===== config.mk =====
export PLATFORM = sky130hd
export DESIGN_NAME = ppdc_top
export DESIGN_NICKNAME = d
export VERILOG_FILES = /design/src/shared/ppdc_pkg.sv /design/src/ppdc_top.sv
export SDC_FILE = /design/constraint.sdc
export NUM_CORES = 1
export LEC_CHECK = 0
export ABC_AREA = 1
export ABC_CLOCK_PERIOD_IN_PS = 6900
export BUFFER_PORTS_ARGS = -buffer_cell sky130_fd_sc_hd__clkbuf_2
export CORE_MARGIN = 2
export CORE_UTILIZATION = 50
export CTS_CLUSTER_SIZE = 24
export DETAILED_ROUTE_END_ITERATION = 8
export HOLD_SLACK_MARGIN = 0.05
export MAX_ROUTING_LAYER = met4
export PLACE_DENSITY = 0.89
export SYNTH_ARGS = -nofsm -noshare
export SYNTH_HDL_FRONTEND = slang
export SYNTH_SLANG_ARGS = --single-unit
export TNS_END_PERCENT = 1

===== constraint.sdc =====
create_clock -name aclk -period 6.9 [get_ports aclk]
set_input_delay 0.69 -clock aclk [delete_from_list [all_inputs] [get_ports aclk]]
set_output_delay 0.69 -clock aclk [all_outputs]
set_load 0.02 [all_outputs]

===== src/shared/ppdc_pkg.sv =====
// Purpose: constants for the port pull, drive and bus clock register bank
// Assumes: AXI4-Lite 32-bit data, one word per register
// Notes:   register indices are word indices, byte address is four times
package ppdc_pkg;

    // ********************************************************
    // register map
    // ********************************************************
    localparam logic [3:0]  IDX_PULL     = 4'hc;
    localparam logic [3:0]  IDX_DRIVE    = 4'hd;
    localparam logic [3:0]  IDX_BUSCLK   = 4'he;
    localparam logic [3:0]  IDX_RSVD     = 4'hf;
    localparam int          RELOC_SHIFT  = 8;
    localparam int          IDX_LSB      = 2;

    // ********************************************************
    // fields, masks and reset values
    // ********************************************************
    localparam int          BIT_PORT_K   = 7;
    localparam int          BIT_PORT_E   = 4;
    localparam int          BIT_PORT_B   = 1;
    localparam int          BIT_PORT_A   = 0;
    localparam int          BIT_STRETCH  = 0;
    localparam logic [7:0]  PULL_MASK    = 8'h93;
    localparam logic [7:0]  DRIVE_MASK   = 8'h93;
    localparam logic [7:0]  BUSCLK_MASK  = 8'h01;
    localparam logic [7:0]  PULL_RESET   = 8'h00;
    localparam logic [7:0]  DRIVE_RESET  = 8'h00;
    localparam logic [7:0]  BUSCLK_RESET = 8'h00;
    // port e pins steered by the port e pull bit
    localparam logic [7:0]  PORT_E_PULL_PINS  = 8'h9f;
    // port e pins pulled only while reset is applied
    localparam logic [7:0]  PORT_E_RESET_PINS = 8'h60;

    // ********************************************************
    // bus answers and timing
    // ********************************************************
    localparam logic [1:0]  RESP_OKAY    = 2'h0;
    localparam logic [1:0]  RESP_DECERR  = 2'h3;
    localparam int          CLK_MHZ      = 100;
    localparam int          EBUS_HALF_NS = 20;
    localparam int          EBUS_HALF_CYC = (EBUS_HALF_NS * CLK_MHZ) / 1000;

    // ********************************************************
    // operating modes from the three mode select bits (c,b,a)
    // ********************************************************
    function automatic logic mode_single_chip(input logic [2:0] m);
        mode_single_chip = (m[0] == 1'b0) && (m[1] == 1'b0);
    endfunction : mode_single_chip

    function automatic logic mode_expanded(input logic [2:0] m);
        mode_expanded = m[0];
    endfunction : mode_expanded

    function automatic logic mode_peripheral(input logic [2:0] m);
        mode_peripheral = (m == 3'h6);
    endfunction : mode_peripheral

    // special modes have mode bits c and a clear, or are peripheral
    function automatic logic mode_special(input logic [2:0] m);
        mode_special = (!m[2] && !m[0]) || (m == 3'h6);
    endfunction : mode_special

endpackage : ppdc_pkg


===== src/ppdc_top.sv =====
// Purpose: pull enable, reduced drive and bus clock control register bank
// Assumes: one clock, mode bits and relocation from the same clock domain
// Notes:   registers leave the map in expanded and peripheral modes
`timescale 1ns/1ns

module ppdc_top
(
    input  wire logic        aclk,
    input  wire logic        aresetn,
    input  wire logic [31:0] s_axi_awaddr,
    input  wire logic        s_axi_awvalid,
    output logic             s_axi_awready,
    input  wire logic [31:0] s_axi_wdata,
    input  wire logic [3:0]  s_axi_wstrb,
    input  wire logic        s_axi_wvalid,
    output logic             s_axi_wready,
    output logic [1:0]       s_axi_bresp,
    output logic             s_axi_bvalid,
    input  wire logic        s_axi_bready,
    input  wire logic [31:0] s_axi_araddr,
    input  wire logic        s_axi_arvalid,
    output logic             s_axi_arready,
    output logic [31:0]      s_axi_rdata,
    output logic [1:0]       s_axi_rresp,
    output logic             s_axi_rvalid,
    input  wire logic        s_axi_rready,
    input  wire logic [2:0]  mode_select_bits,
    input  wire logic [7:0]  register_block_relocation,
    input  wire logic [7:0]  port_a_dir,
    input  wire logic [7:0]  port_b_dir,
    input  wire logic [7:0]  port_e_dir,
    input  wire logic [7:0]  port_k_dir,
    input  wire logic        ext_access_stretched,
    input  wire logic        int_access_hidden,
    output logic [7:0]       port_a_pull_en,
    output logic [7:0]       port_b_pull_en,
    output logic [7:0]       port_e_pull_en,
    output logic [7:0]       port_k_pull_en,
    output logic [3:0]       reduced_drive_en,
    output logic             ext_bus_clk,
    output logic             ext_echo,
    output logic [31:0]      ext_echo_addr
);

    // ********************************************************
    // address decode
    // ********************************************************
    // returns {hit, index} for a byte address against the relocated base
    function automatic logic [4:0] reg_decode(input logic [31:0] addr,
                                              input logic [7:0]  reloc);
        logic [31:0] base;
        logic [31:0] offs;
        base = 32'(reloc) << ppdc_pkg::RELOC_SHIFT;
        offs = addr - base;
        reg_decode = {1'b0, offs[ppdc_pkg::IDX_LSB+3:ppdc_pkg::IDX_LSB]};
        if (offs[31:ppdc_pkg::IDX_LSB+4] == '0 &&
            offs[ppdc_pkg::IDX_LSB+3:ppdc_pkg::IDX_LSB+2] == 2'h3)
            reg_decode[4] = 1'b1;
    endfunction : reg_decode

    logic        clock_stretch_enable_ff;
    logic        clock_stretch_enable_locked_ff;
    logic [7:0]  pull_ctl_ff;
    logic [7:0]  drive_ctl_ff;
    logic        aw_have_ff;
    logic        w_have_ff;
    logic [31:0] aw_addr_ff;
    logic [7:0]  w_data_ff;
    logic        w_lane0_ff;
    logic        awready_ff;
    logic        wready_ff;
    logic        bvalid_ff;
    logic [1:0]  bresp_ff;
    logic        arready_ff;
    logic        rvalid_ff;
    logic [31:0] rdata_ff;
    logic [1:0]  rresp_ff;
    logic        echo_ff;
    logic [31:0] echo_addr_ff;
    logic [7:0]  pull_a_ff;
    logic [7:0]  pull_b_ff;
    logic [7:0]  pull_e_ff;
    logic [7:0]  pull_k_ff;
    logic [3:0]  rdrv_ff;
    logic [1:0]  ediv_ff;
    logic        ephase_ff;
    logic        eclk_ff;

    wire logic        in_map;
    wire logic        is_special;
    wire logic        single_chip;
    wire logic        aw_take;
    wire logic        w_take;
    wire logic        ar_take;
    wire logic        do_wr;
    wire logic [4:0]  wr_dec;
    wire logic [4:0]  rd_dec;
    wire logic        wr_hit;
    wire logic        rd_hit;
    wire logic        wr_ok;
    wire logic        wr_pull;
    wire logic        wr_drive;
    wire logic        wr_busclk;
    wire logic        clock_stretch_enable_wr_allowed;
    wire logic        clock_stretch_enable_eff;
    wire logic [7:0]  rd_val;
    wire logic        nxt_aw_have;
    wire logic        nxt_w_have;
    wire logic        nxt_bvalid;
    wire logic        nxt_rvalid;
    wire logic        ediv_wrap;
    wire logic        nxt_eclk;

    // ********************************************************
    // mode and map presence
    // ********************************************************
    assign single_chip = ppdc_pkg::mode_single_chip(mode_select_bits);
    assign is_special  = ppdc_pkg::mode_special(mode_select_bits);
    assign in_map      = !ppdc_pkg::mode_expanded(mode_select_bits) &&
                         !ppdc_pkg::mode_peripheral(mode_select_bits);

    // ********************************************************
    // axi4-lite handshakes
    // ********************************************************
    assign aw_take     = s_axi_awvalid && awready_ff;
    assign w_take      = s_axi_wvalid && wready_ff;
    assign ar_take     = s_axi_arvalid && arready_ff;
    assign do_wr       = aw_have_ff && w_have_ff && !bvalid_ff;
    assign nxt_aw_have = (aw_have_ff || aw_take) && !do_wr;
    assign nxt_w_have  = (w_have_ff || w_take) && !do_wr;
    assign nxt_bvalid  = do_wr || (bvalid_ff && !s_axi_bready);
    assign nxt_rvalid  = ar_take || (rvalid_ff && !s_axi_rready);

    assign wr_dec    = reg_decode(aw_addr_ff, register_block_relocation);
    assign rd_dec    = reg_decode(s_axi_araddr, register_block_relocation);
    assign wr_hit    = wr_dec[4];
    assign rd_hit    = rd_dec[4];
    assign wr_ok     = do_wr && wr_hit && in_map && w_lane0_ff;
    assign wr_pull   = wr_ok && (wr_dec[3:0] == ppdc_pkg::IDX_PULL);
    assign wr_drive  = wr_ok && (wr_dec[3:0] == ppdc_pkg::IDX_DRIVE);
    assign wr_busclk = wr_ok && (wr_dec[3:0] == ppdc_pkg::IDX_BUSCLK);
    // special modes rewrite freely; otherwise the first write locks it
    assign clock_stretch_enable_wr_allowed = is_special || !clock_stretch_enable_locked_ff;

    // reserved slot and unknown indices fall through to zero
    assign rd_val =
        (rd_dec[3:0] == ppdc_pkg::IDX_PULL)   ? pull_ctl_ff  :
        (rd_dec[3:0] == ppdc_pkg::IDX_DRIVE)  ? drive_ctl_ff :
        (rd_dec[3:0] == ppdc_pkg::IDX_BUSCLK) ?
            {7'h00, clock_stretch_enable_ff} : 8'h00;

    always_ff @(posedge aclk)
    begin
        if (!aresetn)
        begin
            aw_have_ff <= 1'b0;
            w_have_ff  <= 1'b0;
            aw_addr_ff <= 32'h0000_0000;
            w_data_ff  <= 8'h00;
            w_lane0_ff <= 1'b0;
            awready_ff <= 1'b0;
            wready_ff  <= 1'b0;
            bvalid_ff  <= 1'b0;
            bresp_ff   <= ppdc_pkg::RESP_OKAY;
        end
        else
        begin
            aw_have_ff <= nxt_aw_have;
            w_have_ff  <= nxt_w_have;
            awready_ff <= !nxt_aw_have && !nxt_bvalid;
            wready_ff  <= !nxt_w_have && !nxt_bvalid;
            bvalid_ff  <= nxt_bvalid;
            if (aw_take)
                aw_addr_ff <= s_axi_awaddr;
            if (w_take)
            begin
                w_data_ff  <= s_axi_wdata[7:0];
                w_lane0_ff <= s_axi_wstrb[0];
            end
            if (do_wr)
                bresp_ff <= (wr_hit && in_map) ? ppdc_pkg::RESP_OKAY :
                            ppdc_pkg::RESP_DECERR;
        end
    end

    always_ff @(posedge aclk)
    begin
        if (!aresetn)
        begin
            arready_ff <= 1'b0;
            rvalid_ff  <= 1'b0;
            rdata_ff   <= 32'h0000_0000;
            rresp_ff   <= ppdc_pkg::RESP_OKAY;
        end
        else
        begin
            arready_ff <= !nxt_rvalid;
            rvalid_ff  <= nxt_rvalid;
            if (ar_take)
            begin
                // upper bits of every word read as zero
                rdata_ff <= (rd_hit && in_map) ?
                            {24'h000000, rd_val} : 32'h0000_0000;
                rresp_ff <= (rd_hit && in_map) ? ppdc_pkg::RESP_OKAY :
                            ppdc_pkg::RESP_DECERR;
            end
        end
    end

    // unmapped bank reads and writes pulse the external bus echo; a read taken in the same cycle as a write sets the echo address
    always_ff @(posedge aclk)
    begin
        if (!aresetn)
        begin
            echo_ff      <= 1'b0;
            echo_addr_ff <= 32'h0000_0000;
        end
        else
        begin
            echo_ff <= (ar_take && rd_hit && !in_map) ||
                       (do_wr && wr_hit && !in_map);
            if (ar_take)
                echo_addr_ff <= s_axi_araddr;
            else if (do_wr)
                echo_addr_ff <= aw_addr_ff;
        end
    end

    // ********************************************************
    // control registers
    // ********************************************************
    always_ff @(posedge aclk)
    begin
        if (!aresetn)
        begin
            pull_ctl_ff    <= ppdc_pkg::PULL_RESET;
            drive_ctl_ff   <= ppdc_pkg::DRIVE_RESET;
            clock_stretch_enable_ff        <= ppdc_pkg::BUSCLK_RESET[0];
            clock_stretch_enable_locked_ff <= 1'b0;
        end
        else
        begin
            if (wr_pull)
                pull_ctl_ff <= w_data_ff & ppdc_pkg::PULL_MASK;
            if (wr_drive)
                drive_ctl_ff <= w_data_ff & ppdc_pkg::DRIVE_MASK;
            if (wr_busclk && clock_stretch_enable_wr_allowed)
                clock_stretch_enable_ff <= w_data_ff[ppdc_pkg::BIT_STRETCH];
            if (wr_busclk && !is_special)
                clock_stretch_enable_locked_ff <= 1'b1;
        end
    end

    // ********************************************************
    // pin controls
    // ********************************************************
    // direction bit 1 means output, so pulls follow the inverted direction
    always_ff @(posedge aclk)
    begin
        if (!aresetn)
        begin
            pull_a_ff <= 8'h00;
            pull_b_ff <= 8'h00;
            pull_e_ff <= ppdc_pkg::PORT_E_RESET_PINS;
            pull_k_ff <= 8'h00;
            rdrv_ff   <= 4'h0;
        end
        else
        begin
            pull_a_ff <= {8{pull_ctl_ff[ppdc_pkg::BIT_PORT_A]}} &
                         ~port_a_dir;
            pull_b_ff <= {8{pull_ctl_ff[ppdc_pkg::BIT_PORT_B]}} &
                         ~port_b_dir;
            pull_e_ff <= {8{pull_ctl_ff[ppdc_pkg::BIT_PORT_E]}} &
                         ~port_e_dir & ppdc_pkg::PORT_E_PULL_PINS;
            pull_k_ff <= {8{pull_ctl_ff[ppdc_pkg::BIT_PORT_K]}} &
                         ~port_k_dir;
            // no function gating: drive follows the bits alone
            rdrv_ff   <= {drive_ctl_ff[ppdc_pkg::BIT_PORT_K],
                          drive_ctl_ff[ppdc_pkg::BIT_PORT_E],
                          drive_ctl_ff[ppdc_pkg::BIT_PORT_B],
                          drive_ctl_ff[ppdc_pkg::BIT_PORT_A]};
        end
    end

    // ********************************************************
    // external bus clock
    // ********************************************************
    assign ediv_wrap = (ediv_ff == 2'(ppdc_pkg::EBUS_HALF_CYC - 1));
    assign clock_stretch_enable_eff  = clock_stretch_enable_ff && !single_chip;
    assign nxt_eclk  = !clock_stretch_enable_eff             ? ephase_ff :
                       ext_access_stretched ? 1'b1 :
                       int_access_hidden    ? 1'b0 : ephase_ff;

    always_ff @(posedge aclk)
    begin
        if (!aresetn)
        begin
            ediv_ff   <= 2'h0;
            ephase_ff <= 1'b0;
            eclk_ff   <= 1'b0;
        end
        else
        begin
            ediv_ff   <= ediv_wrap ? 2'h0 : ediv_ff + 2'h1;
            if (ediv_wrap)
                ephase_ff <= !ephase_ff;
            eclk_ff   <= nxt_eclk;
        end
    end

    // ********************************************************
    // outputs
    // ********************************************************
    assign s_axi_awready    = awready_ff;
    assign s_axi_wready     = wready_ff;
    assign s_axi_bvalid     = bvalid_ff;
    assign s_axi_bresp      = bresp_ff;
    assign s_axi_arready    = arready_ff;
    assign s_axi_rvalid     = rvalid_ff;
    assign s_axi_rdata      = rdata_ff;
    assign s_axi_rresp      = rresp_ff;
    assign port_a_pull_en   = pull_a_ff;
    assign port_b_pull_en   = pull_b_ff;
    assign port_e_pull_en   = pull_e_ff;
    assign port_k_pull_en   = pull_k_ff;
    assign reduced_drive_en = rdrv_ff;
    assign ext_bus_clk      = eclk_ff;
    assign ext_echo         = echo_ff;
    assign ext_echo_addr    = echo_addr_ff;

    // ********************************************************
    // checks
    // ********************************************************
    rsvd_reads_zero_a: assert property (
        @(posedge aclk) disable iff (!aresetn)
        (ar_take && rd_hit && rd_dec[3:0] == ppdc_pkg::IDX_RSVD)
        |=> (rvalid_ff && rdata_ff == 32'h0000_0000))
        else $error("reserved slot read not zero");

    pull_unused_zero_a: assert property (
        @(posedge aclk) disable iff (!aresetn)
        (pull_ctl_ff & ~ppdc_pkg::PULL_MASK) == 8'h00 &&
        (drive_ctl_ff & ~ppdc_pkg::DRIVE_MASK) == 8'h00)
        else $error("unimplemented control bit set");

    pull_write_a: assert property (
        @(posedge aclk) disable iff (!aresetn)
        wr_pull |=> pull_ctl_ff == ($past(w_data_ff) & ppdc_pkg::PULL_MASK))
        else $error("pull register write lost");

    unmapped_echo_a: assert property (
        @(posedge aclk) disable iff (!aresetn)
        (ar_take && rd_hit && !in_map)
        |=> (echo_ff && rresp_ff == ppdc_pkg::RESP_DECERR))
        else $error("unmapped access not echoed");

    port_k_pull_a: assert property (
        @(posedge aclk) disable iff (!aresetn)
        ##1 pull_k_ff == ($past(pull_ctl_ff[ppdc_pkg::BIT_PORT_K]) ?
                          ~$past(port_k_dir) : 8'h00))
        else $error("port k pull mismatch");

    port_e_pins_a: assert property (
        @(posedge aclk) disable iff (!aresetn)
        aresetn |=> (pull_e_ff & ppdc_pkg::PORT_E_RESET_PINS) == 8'h00)
        else $error("port e reset-only pulls active");

    stretch_lock_a: assert property (
        @(posedge aclk) disable iff (!aresetn)
        (clock_stretch_enable_locked_ff && !is_special) |=> $stable(clock_stretch_enable_ff))
        else $error("stretch enable rewritten after lock");

    free_run_a: assert property (
        @(posedge aclk) disable iff (!aresetn)
        (!clock_stretch_enable_ff || single_chip) |=> eclk_ff == $past(ephase_ff))
        else $error("bus clock not free running");

    stretch_high_a: assert property (
        @(posedge aclk) disable iff (!aresetn)
        (clock_stretch_enable_ff && !single_chip && ext_access_stretched) |=> eclk_ff)
        else $error("bus clock low during stretched access");

endmodule : ppdc_top


==> flow_metrics.env <==
export IMPL_clk_latency_ns=0.42
export IMPL_drt_iter0_drc=722
export IMPL_die_h_um=121.9
export IMPL_avgSynthCellArea_sq_um=6.712
export IMPL_yosysWarnings=0
export IMPL_drc_errors=0
export IMPL_finalNetCount=1395
export IMPL_worstSetupEndpointType="flip-flop"
export IMPL_num_rows=43
export IMPL_cpMaxStageDelayCell="clkinv_1"
export IMPL_grt_max_degree=84
export IMPL_clk_pin_slew_ns=0.06
export IMPL_antenna_found_initial=0
export IMPL_cap_viol_max_count=0
export IMPL_cts_buffers=17
export IMPL_cts_hold_buf=0
export IMPL_power_per_cell_area_nw_per_um2=253.3
export IMPL_netlist_instances=1035
export IMPL_status="complete, no violations"
export IMPL_numPortBuffers=201
export IMPL_clockBufferDepth=2
export IMPL_fin_crit_sh=0.4547
export IMPL_cp_start_kind="primary input"
export IMPL_wl_per_cell_um=14.64
export IMPL_first_global_vias=6555
export IMPL_cts_sinks=132
export IMPL_cts_resized=0
export IMPL_firstDrtPassIters=5
export IMPL_synthToLayoutAreaGrowth_pct=23.43
export IMPL_worstPathRequired_ns=7.16
export IMPL_ios=263
export IMPL_cts_root_buf="clkbuf_16"
export IMPL_h_tree_depth=4
export IMPL_setup_tns_ns=0
export IMPL_skew_ns=0.008372
export IMPL_max_vdd_ir_drop_mv=0.2187
export IMPL_grt_usage=0.2848
export IMPL_core_sq_um=13720
export IMPL_post_cts_buffers=0
export IMPL_ant_nets=0
export IMPL_dieArea_sq_um=14850
export IMPL_ys_types=41
export IMPL_final_setup_viol_count=0
export IMPL_worst_pin_slew_ns=1.072
export IMPL_drv_slew=0
export IMPL_cts_tree="done"
export IMPL_crit_chain="clkbuf_2 > nand2_1 > buf_4 > clkinv_1 > nor2_2 > clkinv_1 > o21ai_0 > a31oi_1"
export IMPL_synth_seq_cells=132
export IMPL_n_antenna_cell=0
export IMPL_yosysSeqAreaShare=0.3804
export IMPL_grt_pass1_wl_um=32170
export IMPL_crit_type="in2reg"
export IMPL_cp_slowest_stage_delay_ns=0.98
export IMPL_initial_utilization=0.5063
export IMPL_syn_area_sq_um=6947
export IMPL_hold_path_class="in2reg"
export IMPL_max_freq_ghz=0.3187
export IMPL_drive_gt1_frac=0.2310
export IMPL_viasPerCell=5.284
export IMPL_p_leak_nw=4.301
export IMPL_slew_headroom=0.2811
export IMPL_vias=7493
export IMPL_power_mw=2.172
export IMPL_cp_data_arrival_time_ns=3.40
export IMPL_place_gp_congestion=1.027
export IMPL_fin_crit_ns=3.138
export IMPL_rsz0062_at_grt="no"
export IMPL_hold_viol_final=0
export IMPL_worst_path_most_repeated_cell="clkinv_1"
export IMPL_cp_max_fo=46
export IMPL_grt_overflow_total=0
export IMPL_die_w_um=121.9
export IMPL_hpwl_um=15470
export IMPL_wirelength_um=20760
-- path summary, 6_finish.rpt --
| kind | slack, ns | from | depth (start not counted) | end |
|---|---|---|---|---|
| worst max register to register | 3.80 | s_axi_arready | 7 | ext_echo_addr[7] |
| worst min-delay path | 0.41 | port_k_dir[5] | 2 | port_k_pull_en[5] |
| worst max-delay path | 3.76 | s_axi_arvalid | 8 | ext_echo_addr[7] |
| worst min register to register | 0.44 | ediv_ff[0] | 1 | ediv_ff[0] |
-- state kept, by name (all words and copies together), names as in the netlist, 2 cells and up --
register	cells
reduced_drive_en	4
s_axi_rdata	4
w_data_ff	4
port_b_pull_en	8
ext_echo_addr	32
ediv_ff	2
port_k_pull_en	8
drive_ctl_ff	4
port_a_pull_en	8
aw_addr_ff	32
port_e_pull_en	7
pull_ctl_ff	4
-- per-stage QoR --
stage,setup WS (ns),instances,utilization,hold slack [ns],instance area [sq um]
floorplan,4.277,1062,-,0.4043,7048
detailed placement,3.415,1387,0.5806,0.4285,7965
global route,3.404,1418,0.6250,0.4076,8574
global placement,3.538,1387,0.5806,0.4137,7965
CTS,3.817,1418,0.6250,0.4063,8574
finish,3.762,1418,0.6250,0.4112,8574
-- power breakdown --
group          leakage, nW  total [mW]  switching (mW)  internal (mW)
clock                0.294       0.928           0.341          0.587
sequential            1.08       0.837          0.0361          0.800
combinational         2.93       0.407           0.271          0.136
-- critical path, delay by kind of cell --
family / cells / cell delay, ns
compound gates: 2 / 0.61
buf+inv: 4 / 1.59
simple gates: 2 / 0.49
-- synthesized netlist by cell type (all sizes together) --
library cell  count  area share
nand2           277        0.16
buf              34       0.035
o221ai            1      0.0013
inv             108       0.058
nand4            24       0.025
a21oi            37       0.028
o2111ai           1      0.0013
clkbuf           26       0.014
a211oi            1      0.0011
nand3b            7      0.0076
xor2              3      0.0038
xnor2             2      0.0025
or2               3      0.0027
nor3             13       0.012
a31oi            32       0.029
nand3            56       0.045
o21ai            75       0.054
and3b             1      0.0013
conb              1     0.00054
clkinv            2      0.0011
a21boi            1      0.0011
dfxtp           132        0.38
nor4              3      0.0027
nor2            175        0.10
ha               17       0.031
o21bai            1      0.0011
o211ai            2      0.0022
-- routing by layer --
| metal | wire length, um | vias up | part of all wire | GRT usage |
|---|---|---|---|---|
| met5 | 0 | - | 0 | - |
| met4 | 548 | 0 | 0.026 | 0.1006 |
| met3 | 1865 | 53 | 0.090 | 0.05243 |
| met2 | 9330 | 361 | 0.45 | 0.4249 |
| met1 | 9011 | 3409 | 0.43 | 0.3876 |
| li1 | - | 3670 | - | - |
-- cell type report --
class | count | area, sq um
Multi-Input combinational cell | 760 | 3649
Tap cell | 180 | 225.2
Clock buffer | 20 | 456.7
Fill cell | 1278 | 5145
Timing Repair Buffer | 205 | 1036
Clock inverter | 11 | 152.6
Inverter | 110 | 412.9
Sequential cell | 132 | 2643
-- kinds of logic (layout without fill, tap and decap cells) --
family | count (synthesis) | after routing | share of synthesized area
xor gates and xnor gates | 5 | 5 | 0.006305
other | 1 | 28 | 0.0005398
adders and majority gates | 17 | 17 | 0.03062
DFF | 132 | 132 | 0.3804
buffers and inverters | 170 | 346 | 0.1090
AOI/OAI and AO/OA | 151 | 151 | 0.1185
and+or+nand+nor | 559 | 559 | 0.3546
-- cells in the final DEF, fill, tap and decap left out, types with 2 or more instances in the layout --
cell type / netlist / layout
nand2_1: 260 / 260
clkbuf_2: 0 / 201
nor2_1: 160 / 160
dfxtp_1: 132 / 132
inv_1: 104 / 104
o21ai_0: 72 / 72
nand3_1: 50 / 50
a21oi_1: 35 / 35
a31oi_1: 32 / 32
conb_1: 1 / 28
nand4_1: 22 / 22
ha_1: 17 / 17
clkbuf_16: 0 / 17
nand2_2: 15 / 15
nor2_2: 12 / 12
nor3_1: 11 / 11
nand3b_1: 7 / 7
nand3_2: 6 / 6
inv_2: 4 / 4
buf_4: 31 / 4
nor4_1: 3 / 3
o21ai_1: 3 / 3
or2_2: 3 / 3
xor2_1: 3 / 3
nor2_4: 3 / 3
clkinv_4: 0 / 3
bufinv_16: 0 / 3
a21oi_2: 2 / 2
xnor2_1: 2 / 2
clkinv_1: 2 / 2
nand2_4: 2 / 2
o211ai_1: 2 / 2
clkinvlp_4: 0 / 2
clkinv_2: 0 / 2
clkbuf_8: 0 / 2
Power figures use the tool's default switching activity.
